===== config.mk =====
export PLATFORM = sky130hd
export DESIGN_NAME = t1z_framer_coder
export DESIGN_NICKNAME = d
export VERILOG_FILES = /design/src/verilog/t1z_pkg.sv /design/src/verilog/t1z_framer_coder.sv /design/src/verilog/t1z_rx_decode.sv
export SDC_FILE = /design/constraint.sdc
export NUM_CORES = 1
export LEC_CHECK = 0
export ABC_CLOCK_PERIOD_IN_PS = 2400
export BUFFER_PORTS_ARGS = -buffer_cell sky130_fd_sc_hd__buf_2
export CAP_MARGIN = 20
export CORE_MARGIN = 5
export CORE_UTILIZATION = 50
export DETAILED_ROUTE_END_ITERATION = 10
export PLACE_DENSITY_LB_ADDON = 0.08
export SETUP_SLACK_MARGIN = 0.3
export SLEW_MARGIN = 20
export SYNTH_ARGS = -nofsm -noshare
export SYNTH_HDL_FRONTEND = slang
export SYNTH_SLANG_ARGS = --single-unit

===== constraint.sdc =====
create_clock -name sys_clk -period 2.4 [get_ports sys_clk]
set_input_delay 0.48 -clock sys_clk [delete_from_list [all_inputs] [get_ports sys_clk]]
set_output_delay 0.48 -clock sys_clk [all_outputs]
set_load 0.02 [all_outputs]

===== src/verilog/t1z_pkg.sv =====
/*
  Constants and types shared by the T1 line coding block: frame geometry,
  the T1DM framing and channel 24 patterns, and the substitution codes.
  Assumes one system clock and bit strobes from the line side.
*/
package t1z_pkg;

  // ---------------------------------------------------------------
  // Frame geometry
  // ---------------------------------------------------------------
  localparam int              BIT_POS_W  = 8;
  localparam int              FRAME_W    = 4;
  localparam logic [7:0]      POS_F_BIT  = 8'h00;
  localparam logic [7:0]      POS_LAST   = 8'hc0;  // 193 bit times
  localparam logic [3:0]      FRAME_LAST = 4'hb;   // 12 frames
  localparam logic [2:0]      CH_LOW_POS = 3'h0;

  // ---------------------------------------------------------------
  // T1DM patterns; bit j of a pattern is odd/even frame pair j
  // ---------------------------------------------------------------
  localparam logic [5:0]      TERM_PAT   = 6'h15;  // 1,0,1,0,1,0
  localparam logic [5:0]      SIG_PAT    = 6'h1c;  // 0,0,1,1,1,0
  localparam logic [7:0]      CH24_SYNC  = 8'hb8;  // first bit at [7]
  localparam logic [7:0]      CH24_MASK  = 8'hf9;
  localparam int              CH24_YEL   = 2;      // byte bit 6
  localparam int              CH24_DLINK = 1;      // byte bit 7

  // ---------------------------------------------------------------
  // Zero substitution
  // ---------------------------------------------------------------
  localparam logic [7:0]      ZERO_BYTE  = 8'h00;
  localparam logic [7:0]      B7_FORCE   = 8'h02;  // seventh bit
  localparam logic [7:0]      B8_MARK    = 8'h1b;  // 000VB0VB
  localparam logic [7:0]      B8_VIO     = 8'h12;  // V at 4th and 7th

  typedef struct packed {
    logic pos;
    logic neg;
  } t1z_ami_s;

  typedef enum logic {
    TXS_DATA,
    TXS_BLUE
  } t1z_txsrc_e;

endpackage


===== src/verilog/t1z_framer_coder.sv =====
/*
  T1 line coding: T1DM framing and channel 24, bit-7 and eight-zero
  substitution, AMI with alarm responses, and the receive decoder.
  Assumes bit strobes from the line interface, synchronous to sys_clk;
  the caller supplies data aligned to the internal frame position.
*/
`timescale 1ns/10ps
module t1z_framer_coder
  import t1z_pkg::*;
#(
  parameter bit LATE_VARIANT = 1'b1          // Decoder always on
)
(
  input  wire logic     sys_clk,                // System clock, 40 MHz
  input  wire logic     rst,                    // Sync reset, high
  input  wire logic     tx_strobe,              // One bit time
  input  wire logic     tx_data,                // Payload or F bit
  input  wire logic     t1dm_mode,              // T1DM framing
  input  wire logic     b7_enable,              // Bit-7 substitution
  input  wire logic     tx_subst_encode_enable, // Eight-zero encoder
  input  wire logic     tx_dlink_bit,           // Auxiliary link bit
  input  wire logic     red_alarm,              // Local loss of align
  input  wire logic     blue_alarm_req,         // Send all ones
  output t1z_ami_s      tx_line_r,              // Transmit rails
  output logic          yellow_sent_r,          // Yellow being sent
  input  wire logic     rx_strobe,              // One received symbol
  input  wire t1z_ami_s rx_line,                // Received rails
  input  wire logic     status_report_select,   // 0 reports codes
  output logic          rx_data_r,              // Decoded bit
  output logic          rx_valid_r,             // Decoded bit strobe
  output logic          bpv_event_r,            // Violation to count
  output logic          subst_code_seen_flag_r  // Code detected
);

  logic [BIT_POS_W-1:0] pos_r, pos_nxt;
  logic [FRAME_W-1:0]   frame_r, frame_nxt;
  logic [7:0]           dl_r, dl_nxt, mark_r, mark_nxt, vio_r, vio_nxt;
  logic                 last_r, last_nxt, pol, pulse, f_exp, chan_end;
  logic                 yel_nxt;
  t1z_ami_s             line_nxt;
  t1z_txsrc_e           src;

  function automatic logic t1dm_fbit(input logic [FRAME_W-1:0] fr);
    t1dm_fbit = fr[0] ? SIG_PAT[fr[3:1]] : TERM_PAT[fr[3:1]];
  endfunction

  // ---------------------------------------------------------------
  // Frame position
  // ---------------------------------------------------------------
  always_comb
  begin
    pos_nxt   = pos_r;
    frame_nxt = frame_r;
    if (tx_strobe)
    begin
      if (pos_r == POS_LAST)
      begin
        pos_nxt   = POS_F_BIT;
        frame_nxt = (frame_r == FRAME_LAST) ? 4'h0 : frame_r + 4'h1;
      end
      else
        pos_nxt = pos_r + 8'h01;
    end
  end

  // ---------------------------------------------------------------
  // Channel stage: one channel delay so a byte can be rewritten
  // ---------------------------------------------------------------
  assign chan_end = (pos_r != POS_F_BIT) && (pos_r[2:0] == CH_LOW_POS);
  assign f_exp    = t1dm_fbit(frame_r);

  always_comb
  begin
    dl_nxt  = dl_r;
    yel_nxt = t1dm_mode & red_alarm;
    if (tx_strobe)
    begin
      dl_nxt = {dl_r[6:0], tx_data};
      if (pos_r == POS_F_BIT && t1dm_mode)
        dl_nxt[0] = f_exp;
      if (chan_end)
      begin
        if (t1dm_mode && pos_r == POS_LAST)
        begin
          dl_nxt             = CH24_SYNC;
          dl_nxt[CH24_YEL]   = ~red_alarm;
          dl_nxt[CH24_DLINK] = tx_dlink_bit;
        end
        // In T1DM user bit 8 passes as given by the network
        // Host keeps substitution off in T1DM; not enforced
        else if (b7_enable && dl_nxt == ZERO_BYTE)
          dl_nxt = B7_FORCE;
      end
    end
  end

  // ---------------------------------------------------------------
  // Eight-zero substitution and AMI
  // ---------------------------------------------------------------
  // The window is blind to channel edges, so runs span channels.
  always_comb
  begin
    mark_nxt = mark_r;
    vio_nxt  = vio_r;
    last_nxt = last_r;
    line_nxt = tx_line_r;
    pol      = ~last_r;
    pulse    = 1'b0;
    src      = blue_alarm_req ? TXS_BLUE : TXS_DATA;
    if (tx_strobe)
    begin
      mark_nxt = {mark_r[6:0], dl_r[7]};
      vio_nxt  = {vio_r[6:0], 1'b0};
      if (tx_subst_encode_enable && mark_nxt == ZERO_BYTE)
      begin
        mark_nxt = B8_MARK;
        vio_nxt  = B8_VIO;
      end
      case (src)
        TXS_BLUE:
        begin
          pulse = 1'b1;
          pol   = ~last_r;
        end
        TXS_DATA:
        begin
          pulse = mark_r[7];
          pol   = vio_r[7] ? last_r : ~last_r;
        end
        default:
        begin
          pulse = 1'b0;
          pol   = ~last_r;
        end
      endcase
      if (pulse)
        last_nxt = pol;
      line_nxt.pos = pulse & pol;
      line_nxt.neg = pulse & ~pol;
    end
  end

  always_ff @(posedge sys_clk)
  begin
    if (rst)
    begin
      pos_r         <= 8'h00;
      frame_r       <= 4'h0;
      dl_r          <= 8'h00;
      mark_r        <= 8'h00;
      vio_r         <= 8'h00;
      last_r        <= 1'b0;
      tx_line_r     <= '0;
      yellow_sent_r <= 1'b0;
    end
    else
    begin
      pos_r         <= pos_nxt;
      frame_r       <= frame_nxt;
      dl_r          <= dl_nxt;
      mark_r        <= mark_nxt;
      vio_r         <= vio_nxt;
      last_r        <= last_nxt;
      tx_line_r     <= line_nxt;
      yellow_sent_r <= yel_nxt;
    end
  end

  // ---------------------------------------------------------------
  // Receive path
  // ---------------------------------------------------------------
  // Earlier variant ties decoding to the encoder enable.
  t1z_rx_decode u_rx (
    .sys_clk                (sys_clk),
    .rst                    (rst),
    .rx_strobe              (rx_strobe),
    .rx_line                (rx_line),
    .decode_en              (LATE_VARIANT | tx_subst_encode_enable),
    .status_report_select   (status_report_select),
    .rx_data_r              (rx_data_r),
    .rx_valid_r             (rx_valid_r),
    .bpv_event_r            (bpv_event_r),
    .subst_code_seen_flag_r (subst_code_seen_flag_r)
  );
endmodule // t1z_framer_coder


===== src/verilog/t1z_rx_decode.sv =====
/*
  Receive side eight-zero substitution monitor and decoder.
  Assumes rx_line is already split into bipolar rails, one symbol
  per rx_strobe, synchronous to sys_clk.
*/
`timescale 1ns/10ps
module t1z_rx_decode
  import t1z_pkg::*;
(
  input  wire logic     sys_clk,              // System clock
  input  wire logic     rst,                  // Sync reset, high
  input  wire logic     rx_strobe,            // One symbol this cycle
  input  wire t1z_ami_s rx_line,              // Received rails
  input  wire logic     decode_en,            // Replace codes by zeros
  input  wire logic     status_report_select, // 0 reports detections
  output logic          rx_data_r,            // Decoded bit
  output logic          rx_valid_r,           // Bit strobe
  output logic          bpv_event_r,          // Counted violation
  output logic          subst_code_seen_flag_r // Code detected
);

  logic [7:0] pos_r, neg_r, code_r, pos_nxt, neg_nxt, code_nxt;
  logic       last_r, last_nxt, data_nxt, bpv_nxt, seen_nxt, det;
  logic       lp;

  // ---------------------------------------------------------------
  // Eight symbol window
  // ---------------------------------------------------------------
  always_comb
  begin
    pos_nxt  = pos_r;
    neg_nxt  = neg_r;
    code_nxt = code_r;
    last_nxt = last_r;
    data_nxt = rx_data_r;
    bpv_nxt  = 1'b0;
    seen_nxt = 1'b0;
    det      = 1'b0;
    lp       = last_r;
    if (rx_strobe)
    begin
      pos_nxt  = {pos_r[6:0], rx_line.pos};
      neg_nxt  = {neg_r[6:0], rx_line.neg};
      code_nxt = {code_r[6:0], 1'b0};
      data_nxt = pos_r[7] | neg_r[7];
      // Code marks do not count as violations
      bpv_nxt  = (pos_r[7] | neg_r[7]) & ~code_r[7]
                 & (pos_r[7] == last_r);
      if (pos_r[7] | neg_r[7])
        lp = pos_r[7];
      last_nxt = lp;
      // Watched whether or not decoding is on
      det = ((pos_nxt | neg_nxt) == B8_MARK) && (code_nxt == ZERO_BYTE)
            && (pos_nxt[4] == lp) && (pos_nxt[3] != pos_nxt[4])
            && (pos_nxt[1] == pos_nxt[3]) && (pos_nxt[0] != pos_nxt[1]);
      if (det)
      begin
        code_nxt = B8_MARK;
        seen_nxt = ~status_report_select;
        // Last pulse of the code matches lp, so tracking is kept
        if (decode_en)
        begin
          pos_nxt = ZERO_BYTE;
          neg_nxt = ZERO_BYTE;
        end
      end
    end
  end

  // Bit-7 forced ones are not undone; they pass as received
  always_ff @(posedge sys_clk)
  begin
    if (rst)
    begin
      pos_r                  <= 8'h00;
      neg_r                  <= 8'h00;
      code_r                 <= 8'h00;
      last_r                 <= 1'b0;
      rx_data_r              <= 1'b0;
      rx_valid_r             <= 1'b0;
      bpv_event_r            <= 1'b0;
      subst_code_seen_flag_r <= 1'b0;
    end
    else
    begin
      pos_r                  <= pos_nxt;
      neg_r                  <= neg_nxt;
      code_r                 <= code_nxt;
      last_r                 <= last_nxt;
      rx_data_r              <= data_nxt;
      rx_valid_r             <= rx_strobe;
      bpv_event_r            <= bpv_nxt;
      subst_code_seen_flag_r <= seen_nxt;
    end
  end
endmodule // t1z_rx_decode


* After elaboration in Yosys (flattened, before gate mapping)
Memories as Yosys holds them, arrays and structs flattened. A register that Yosys moved wholly into a read port is not among the register bits. Cells that the tools add are included.
Word-level totals: output and inout port bits 7, register bits 69, input bits 14, bits in read-only memories 16, word-level logic and storage cells 92, memories kept 2
Memories:
- (name not given) | words 8, width 1, rd ports 1, clocked after memory_dff 1, write ports 0, RTL line t1z_framer_coder.sv:44 | t1dm_fbit = fr[0] ? SIG_PAT[fr[3:1]] : TERM_PAT[fr[3:1]];
- (name not given) | words 8, width 1, rd ports 1, clocked after memory_dff 1, write ports 0, RTL line t1z_framer_coder.sv:44
Operators by class: equal/unequal tests 8, bitwise logic cells 15, reduce and logical (&&, ||, !) cells 20, magnitude comparators 1, muxes and demuxes 27, $add $sub $neg 2
Operator list (number):
- $mux 8 | 9
- $logic_not 8->1 | 3
- $mux 3 | 4
- $mux 1 | 11
- $logic_and 1x1->1 | 10
- $add 8x1->8 const B | 1
- $eq 8x5->1 const B | 1
- $eq 8x8->1 const B | 1
- $not 1->1 | 8
- $or 8x8->8 | 1
- $reduce_bool 8->1 | 1
- $logic_not 7->1 | 1
- $and 1x1->1 | 5
- $add 4x1->4 const B | 1
- $eq 4x4->1 const B | 1
- $lt 3x4->1 const B | 1
- $mux 4 | 1
- $pmux 1 s2 | 2
- $reduce_and 2->1 | 2
- $eq 1x1->1 | 3
- $logic_not 3->1 | 1
- $reduce_or 3->1 | 1
- $ne 1x1->1 | 2
- $reduce_or 2->1 | 1
- $or 1x1->1 | 1

* Logic depth before layout (Yosys ltp)
Gate-level depths: netlist (run 1).
depth after elaboration 10, gate-level depth with buffers 8, depth with buffers taken out 6

* Modules after synthesis
A second synthesis (run 1) with hierarchy kept.
Unflattened totals: cells, all modules 329, area total of the unflattened synthesis 3079.2 um^2
By module, submodules not included:
- t1z_framer_coder | sequential area each 820.8 um^2, area an instance 1928.1 um^2, times used 1, cells an instance 217
- t1z_rx_decode | sequential area each 580.6 um^2, area an instance 1151.1 um^2, times used 1, cells an instance 112

* Worst setup path after synthesis (run 1)
OpenSTA, ideal clock, no wires.
kind register -> register, start point register pos_r[0], end point register dl_r[1], period minus slack after synthesis 1.700 ns, arrival 1.563 ns, stages on the path, launching flop included 9, buffers on the path 2, slack 0.700 ns, library setup time 0.138 ns, required time 2.262 ns, cells stage by stage dfxtp_1 inv_1 ha_1 and4b_1 buf_2 and3_1 clkbuf_1 nor4_1 nor4_1
On the way: longest elaborated chain between the ends 9, elaborated cells on any way between the ends 14, those cells by class eq/ne: 1; mux: 5; reduce/logical: 8
RTL lines:
- start: declaration | RTL line t1z_framer_coder.sv:35 | logic [BIT_POS_W-1:0] pos_r, pos_nxt;
- start signal: assignment | RTL line t1z_framer_coder.sv:158 | pos_r <= pos_nxt;
- $logic_not 8->1 | RTL line t1z_framer_coder.sv:79 | if (pos_r == POS_F_BIT && t1dm_mode)
- $logic_and 1x1->1 | RTL line t1z_framer_coder.sv:79
- $mux 1 | RTL line t1z_framer_coder.sv:79
- $mux 1 | RTL line t1z_framer_coder.sv:76 | if (tx_strobe)
- $logic_not 8->1 | RTL line t1z_framer_coder.sv:91 | else if (b7_enable && dl_nxt == ZERO_BYTE)
- $logic_and 1x1->1 | RTL line t1z_framer_coder.sv:91
- $mux 8 | RTL line t1z_framer_coder.sv:91
- $mux 8 | RTL line t1z_framer_coder.sv:83 | if (t1dm_mode && pos_r == POS_LAST)
- $mux 8 * | RTL line t1z_framer_coder.sv:81 | if (chan_end)
- end signal: assignment | RTL line t1z_framer_coder.sv:160 | dl_r <= dl_nxt;
- end: declaration | RTL line t1z_framer_coder.sv:37 | logic [7:0] dl_r, dl_nxt, mark_r, mark_nxt, vio_r, vio_nxt;
Every way passes the cells marked *; elsewhere a longest branch is shown, timed or not. The select of a mux whose other input is x is not followed. A chain may end at the register's enable or synchronous reset.

==> flow_summary_export.csv, run 1 <==
group,metric,value,unit
global_routing,grt_pass1_vias,2220,
timing,finalHoldViolations,0,
timing,tightest_slew,0.5696,ns
cells_and_area,fillers,535,
routing,num_vias,2358,
die,die_x,87.35,um
routing,routedWlPerCell,13.80,um
routing,viasPerCell,5.561,
flow_run,drv_cap,0,
timing,fin_crit_sh,78.70,%
global_routing,grt_start_max_net_pins,52,
setup_path,cp.arrival,2.12,ns
timing,period_needed,1.889,ns
routing,routed_wl,5853,um
setup_path,crit_required,2.63,ns
place,pre_cts_ws,0.4646,ns
timing,fmax,0.5294,GHz
global_routing,overflow,0,
die,start_util,50.83,%
die,dieArea,7630,um2
yosys,yosysMostFrequentCell,"dfxtp_1",
cells_and_area,area_delta_synth_final,11.29,%
power_and_ir_drop,power_density,731.1,nW/um2
timing,rsz0062_at_grt,"no",
setup_path,start_kind,"register",
cells_and_area,drive_gt1_share,13.75,%
power_and_ir_drop,ir_drop,0.0003817,V
yosys,avgSynthCellArea,9.011,um2
die,core_area,5886,um2
cells_and_area,diodes,0,
timing,setup-tns-final,0,ns
setup_path,crit_slowest_cell,"dfxtp_1",
clocking,post_cts_resized,0,
setup_path,r2r_cells,6,
yosys,synth_top_area_cell,"dfxtp_1",
global_routing,antenna_found_initial,0,
yosys,synth_enable_flop_cells,0,
timing,skew,0.005981,ns
clocking,post_cts_buffers,0,
clocking,cts_tree,"built",
clocking,clk_latency,0.34,ns
place,io_buffers,20,
worst_hold_path,hold-path-endpoint,"u_rx.subst_code_seen_flag_r$_SDFF_PP0_",
setup_path,path_delay_family,"simple AND/OR/NAND/NOR gates",
yosys,synth_seq_area_share,46.84,%
clocking,cts_root_buffer,"clkbuf_8",
yosys,ys.flop_type,"dfxtp_1",
die,die_y,87.35,um
clocking,h-tree-depth,3,
setup_path,r2r_start,"pos_r[0]$_SDFFE_PP0P_",
timing,report.final.slew_viol_count,0,
setup_path,worstPathCellList,"inv_1 -> ha_1 -> and4b_1 -> nand3_2 -> and3_1 -> a2111oi_1",
yosys,synth_common_cells,"dfxtp_1 (70), nor2_1 (60), mux2i_1 (21)",
yosys,synthCells,332,
yosys,synth_top_area_share,46.84,%
cells_and_area,fin_nets,362,
timing,relSlewSlack,62.03,%
die,fp-row-count,28,
setup_path,crit_fanout,9,
worst_hold_path,whs_path_depth,2,
clocking,cts_buffer_depth,2,
yosys,synth_area,2992,um2
yosys,ys_top_cells_by_area,"dfxtp_1 (47%), nor2_1 (7.5%), mux2i_1 (7.0%)",
routing,drc,0,
place,dp_hpwl,3779,um
worst_hold_path,hp-start,"status_report_select",
place,gp_congestion,0.7944,
timing,setup_violations,0,
yosys,synth_warnings,0,
setup_path,max_stage_delay,0.36,ns
worst_hold_path,hp-class,"in2reg",
yosys,async_flop_share,0,%
routing,dr.pass1.iters,4,
routing,drt_iter0_drc,119,
setup_path,end_kind,"register",
clocking,clkTransAtPathRegs,0.08,ns
cells_and_area,seqCellArea,1401,um2
clocking,cts.sinks,70,
cells_and_area,multi_input_area,1460,um2
clocking,numCtsBuffers,9,
power_and_ir_drop,leakagePower,1.396,nW
die,io_pins,21,
yosys,syn-num-nets,349,
global_routing,grt_first_pass_wirelength,10180,um
clocking,holdBufCountCts,0,
status,status,"complete, no violations",
timing,fin_ws,0.5111,ns
routing,antenna_left,0,
global_routing,grt_use_total,16.87,%
yosys,ys_ff_latch,70,
setup_path,path_buf_inv,1,
setup_path,reg2reg_slack,0.51,ns
yosys,synthDistinctLibCells,52,
setup_path,critical_path_class,"reg2reg",
worst reg2reg max path, cell delays in order (launching register included):
cell       delay, ns
dfxtp_1         0.36
inv_1           0.08
ha_1            0.17
and4b_1         0.35
nand3_2         0.22
and3_1          0.26
a2111oi_1       0.34
cell families (layout without fill, tap and decap cells):
group	count (synthesis)	in the layout	synth area share (%)
multiplexers	22	22	7.403
adder cells (fa/ha/maj)	3	3	1.255
XOR/XNOR	8	8	2.342
flip-flops	70	70	46.84
AO/OA/AOI/OAI	51	51	13.01
AND/OR/NAND/NOR	146	146	24.80
buffers and inverters	32	49	4.350
through the flow:
step	hold slack [ns]	cells	area, um2	util, %	power [W]
after detailed placement	0.4307	409	3119	53.00	0.001430
after global placement	0.4115	409	3119	53.00	0.001427
final	0.2911	424	3329	56.57	0.002434
after global routing	0.2801	424	3329	56.57	0.002542
after floorplan	0.4002	332	2992	-	0.001382
after CTS	0.2823	424	3329	56.57	0.002454
report_power, final:
group / leakage, nW / internal (W) / switching, W
logic: 0.721 / 0.0000704 / 0.000105
registers: 0.570 / 0.00120 / 0.0000285
clock network: 0.105 / 0.000579 / 0.000453
worst max path at each step:
stage	start	endpoint	slack, ns	cells after the start
2_1_floorplan	pos_r[0]$_SDFFE_PP0P_	dl_r[1]$_SDFFE_PP0P_	0.70	8
3_3_place_gp	tx_strobe	register	0.50	5
3_5_place_dp	tx_strobe	register	0.46	5
4_1_cts	pos_r[0]$_SDFFE_PP0P_	register	0.52	6
5_1_grt	pos_r[0]$_SDFFE_PP0P_	register	0.32	6
6_report	pos_r[0]$_SDFFE_PP0P_	register	0.51	6
cells in the final DEF (no fill, tap or decap), drive strengths merged, types with 3 or more instances in the layout:
master and count:
a21oi 11, nand4 8, and4 3, nor4 5
mux2i 21, dfxtp 70, and3 11, o21ai 4
nor2b 4, or4 3, inv 12, clkbuf 9
nor3 9, nand2 17, xor2 7, a41o 7
a211oi 13, ha 3, buf 23, nor2 60
nand3 12
area by class of cell:
type	count	area share, %
clock inverter	6	2.593
inverter	11	1.240
sequential	70	42.09
tap	75	2.818
timing repair buffer	23	3.683
clock buffer	9	3.720
multi-input combinational	230	43.86
layer usage:
metal	vias up	GRT usage, %	wire length, um
met5	-	0	0
met4	0	8.647	136
met3	12	4.352	199
met2	35	26.37	2642
met1	1096	21.35	2875
li1	1215	-	-
registers in the layout, summed over array words and instances, names as in the netlist, 2 cells and up, named ones only:
register	cells
dl_r	8
frame_r	4
mark_r	8
pos_r	8
tx_line_r	2
u_rx.code_r	8
u_rx.neg_r	8
u_rx.pos_r	8
vio_r	7
(Power assumes the default switching activity.)
==> run 2: changes to the inputs <==
Settings changed: ABC_CLOCK_PERIOD_IN_PS 2400 to 1740.
Clock period 2.4 ns to 1.74 ns, I/O delays scaled along.
==> run 2 against run 1 <==
  * Die area unchanged
  * Clock-buffer cell count increased by 1
  * Final area increased by 13%
  * Worst setup slack got worse by 0.37 ns
  * Highest routed layer unchanged
==> flow_summary_export.csv, run 2 (same netlist as run 1, synthesis figures left out) <==
group,metric,value,unit
power_and_ir_drop,ir_drop,0.0006563,V
cells_and_area,fin_cells,446,
setup_path,crit_required,1.96,ns
setup_path,r2r_end,"dl_r[1]$_SDFFE_PP0P_",
setup_path,path_delay_family,"simple AND/OR/NAND/NOR gates",
power_and_ir_drop,internal-power,0.002592,W
setup_path,reg2reg_slack,0.14,ns
flow_run,drv_cap,0,
power_and_ir_drop,power_frac_seq,49.6,%
power_and_ir_drop,sw_frac_of_total,24.00,%
global_routing,grt_use_total,18.29,%
clocking,h-tree-depth,3,
routing,routedWlPerCell,14.61,um
setup_path,r2r_start,"pos_r[1]$_SDFFE_PP0P_",
clocking,holdBufCountCts,0,
timing,fmax,0.6239,GHz
place,dp_hpwl,4058,um
power_and_ir_drop,p_clk_share,41.3,%
routing,viasPerCell,5.529,
clocking,cts.sinks,70,
setup_path,cp.arrival,1.82,ns
die,dieArea,7630,um2
timing,tightest_slew,0.5631,ns
global_routing,grt_pass1_vias,2345,
power_and_ir_drop,power_density,903.1,nW/um2
routing,antenna_left,0,
die,die_x,87.35,um
clocking,cts_tree,"built",
power_and_ir_drop,total_power,0.003410,W
cells_and_area,final_util,64.16,%
worst_hold_path,hp-class,"in2reg",
cells_and_area,area_delta_synth_final,26.22,%
timing,setup_violations,0,
cells_and_area,fillers,514,
timing,report.final.slew_viol_count,0,
setup_path,crit_fanout,7,
worst_hold_path,whs_path_depth,2,
place,io_buffers,20,
cells_and_area,layout_common_cells,"dfxtp_1 (61), nor2_1 (60), mux2i_1 (21), buf_4 (21), buf_2 (20)",
setup_path,path_buf_inv,2,
timing,fin_crit_sh,92.11,%
global_routing,antenna_found_initial,0,
timing,finalHoldViolations,0,
clocking,cts_root_buffer,"clkbuf_8",
setup_path,start_kind,"register",
timing,rsz0062_at_grt,"yes",
setup_path,end_kind,"register",
worst_hold_path,hold-path-endpoint,"u_rx.subst_code_seen_flag_r$_SDFF_PP0_",
die,start_util,50.83,%
cells_and_area,drive_gt1_share,29.65,%
power_and_ir_drop,leakagePower,1.548,nW
timing,setup-tns-final,0,ns
place,gp_congestion,0.8205,
timing,period_needed,1.603,ns
timing,relSlewSlack,62.42,%
setup_path,r2r_cells,7,
power_and_ir_drop,pwr-share-comb,9.1,%
global_routing,overflow,0,
cells_and_area,fin_nets,383,
routing,num_vias,2466,
routing,drt_iter0_drc,106,
place,dp.cells,419,
global_routing,grt_start_max_net_pins,44,
die,fp-row-count,28,
setup_path,crit_slowest_cell,"dfxtp_4",
cells_and_area,diodes,0,
power_and_ir_drop,p_switching,0.0008185,W
routing,routed_wl,6518,um
setup_path,worstPathCellList,"inv_4 -> ha_4 -> and4b_2 -> buf_4 -> and3_4 -> nor4_2 -> nor4_1",
global_routing,grt_first_pass_wirelength,11140,um
routing,drc,0,
worst_hold_path,hp-start,"status_report_select",
die,core_area,5886,um2
timing,skew,0.01170,ns
cells_and_area,mostFrequentLayoutCell,"dfxtp_1",
status,status,"complete, no violations",
setup_path,critical_path_class,"reg2reg",
routing,dr.pass1.iters,4,
setup_path,max_stage_delay,0.36,ns
clocking,cts_buffer_depth,2,
clocking,numCtsBuffers,9,
clocking,clk_latency,0.34,ns
die,die_y,87.35,um
die,io_pins,21,
clocking,clkTransAtPathRegs,0.08,ns
[run 2: what timing repair did]
| action | 4_1_cts | 5_1_grt |
|---|---|---|
| cloned | 1 | 0 |
| setup endpoints to repair | 31 | 38 |
| resized for setup | 26 | 19 |
| pin swaps | 11 | 9 |
| endpoints found under the hold margin | 0 | 0 |
| buffers inserted | 7 | 3 |
[run 2: worst register-to-register path, delay by kind of cell (launching register included)]
| kind | cells | cell delay, ns |
|---|---|---|
| adders and majority gates | 1 | 0.15 |
| and+or+nand+nor | 4 | 0.80 |
| buffers and inverters | 2 | 0.18 |
| DFF | 1 | 0.36 |
[run 2: metrics by stage]
step                hold WS (ns)  cell area, um2  setup slack (ns)
floorplan                 0.4002            3074            0.1195
global placement          0.4315            3273           -0.1036
detailed placement        0.4404            3273           -0.1047
CTS                       0.1569            3680            0.1575
global route              0.1494            3776           0.08783
finish                    0.1647            3776            0.1372
[run 2: layout make-up]
cell class | instances | area, um2 | share of cell area, %
clock buffers | 10 | 127.6 | 3.380
clock inverters | 6 | 86.33 | 2.286
inverters | 11 | 43.79 | 1.160
multi-input cells | 231 | 1718 | 45.49
flip-flops and latches | 70 | 1418 | 37.54
well taps | 75 | 93.84 | 2.485
repair buffers | 43 | 289.0 | 7.654
[run 2: power by group through the flow]
stage               sequential [W]  clock, W  combinational (W)
global placement           0.00173         0           0.000263
finish                     0.00169   0.00141           0.000311
floorplan                  0.00173         0           0.000189
detailed placement         0.00173         0           0.000266
global route               0.00170   0.00153           0.000346
CTS                        0.00169   0.00144           0.000300
[run 2: how the worst max path moves through the flow]
stage	end	slack, ns	start	cells after the start
2_1_floorplan	u_rx.neg_r[0]$_SDFFE_PP0P_	0.12	rx_line[1]	5
3_3_place_gp	u_rx.pos_r[1]$_SDFFE_PP0P_	-0.10	rx_line[1]	5
3_5_place_dp	u_rx.pos_r[1]$_SDFFE_PP0P_	-0.10	rx_line[1]	5
4_1_cts	dl_r[1]$_SDFFE_PP0P_	0.16	dl_r[3]$_SDFFE_PP0P_	4
5_1_grt	dl_r[1]$_SDFFE_PP0P_	0.09	pos_r[0]$_SDFFE_PP0P_	7
6_report	dl_r[1]$_SDFFE_PP0P_	0.14	pos_r[1]$_SDFFE_PP0P_	7
[run 2: layer usage]
layer / vias to the layer above / share of wire [%] / global-route usage [%] / wire length (um)
li1: 1257 / - / - / -
met1: 1168 / 48 / 25.06 / 3110
met2: 28 / 48 / 27.74 / 3117
met3: 13 / 2.5 / 3.595 / 163
met4: 0 / 1.9 / 8.229 / 127
met5: - / 0 / 0 / 0
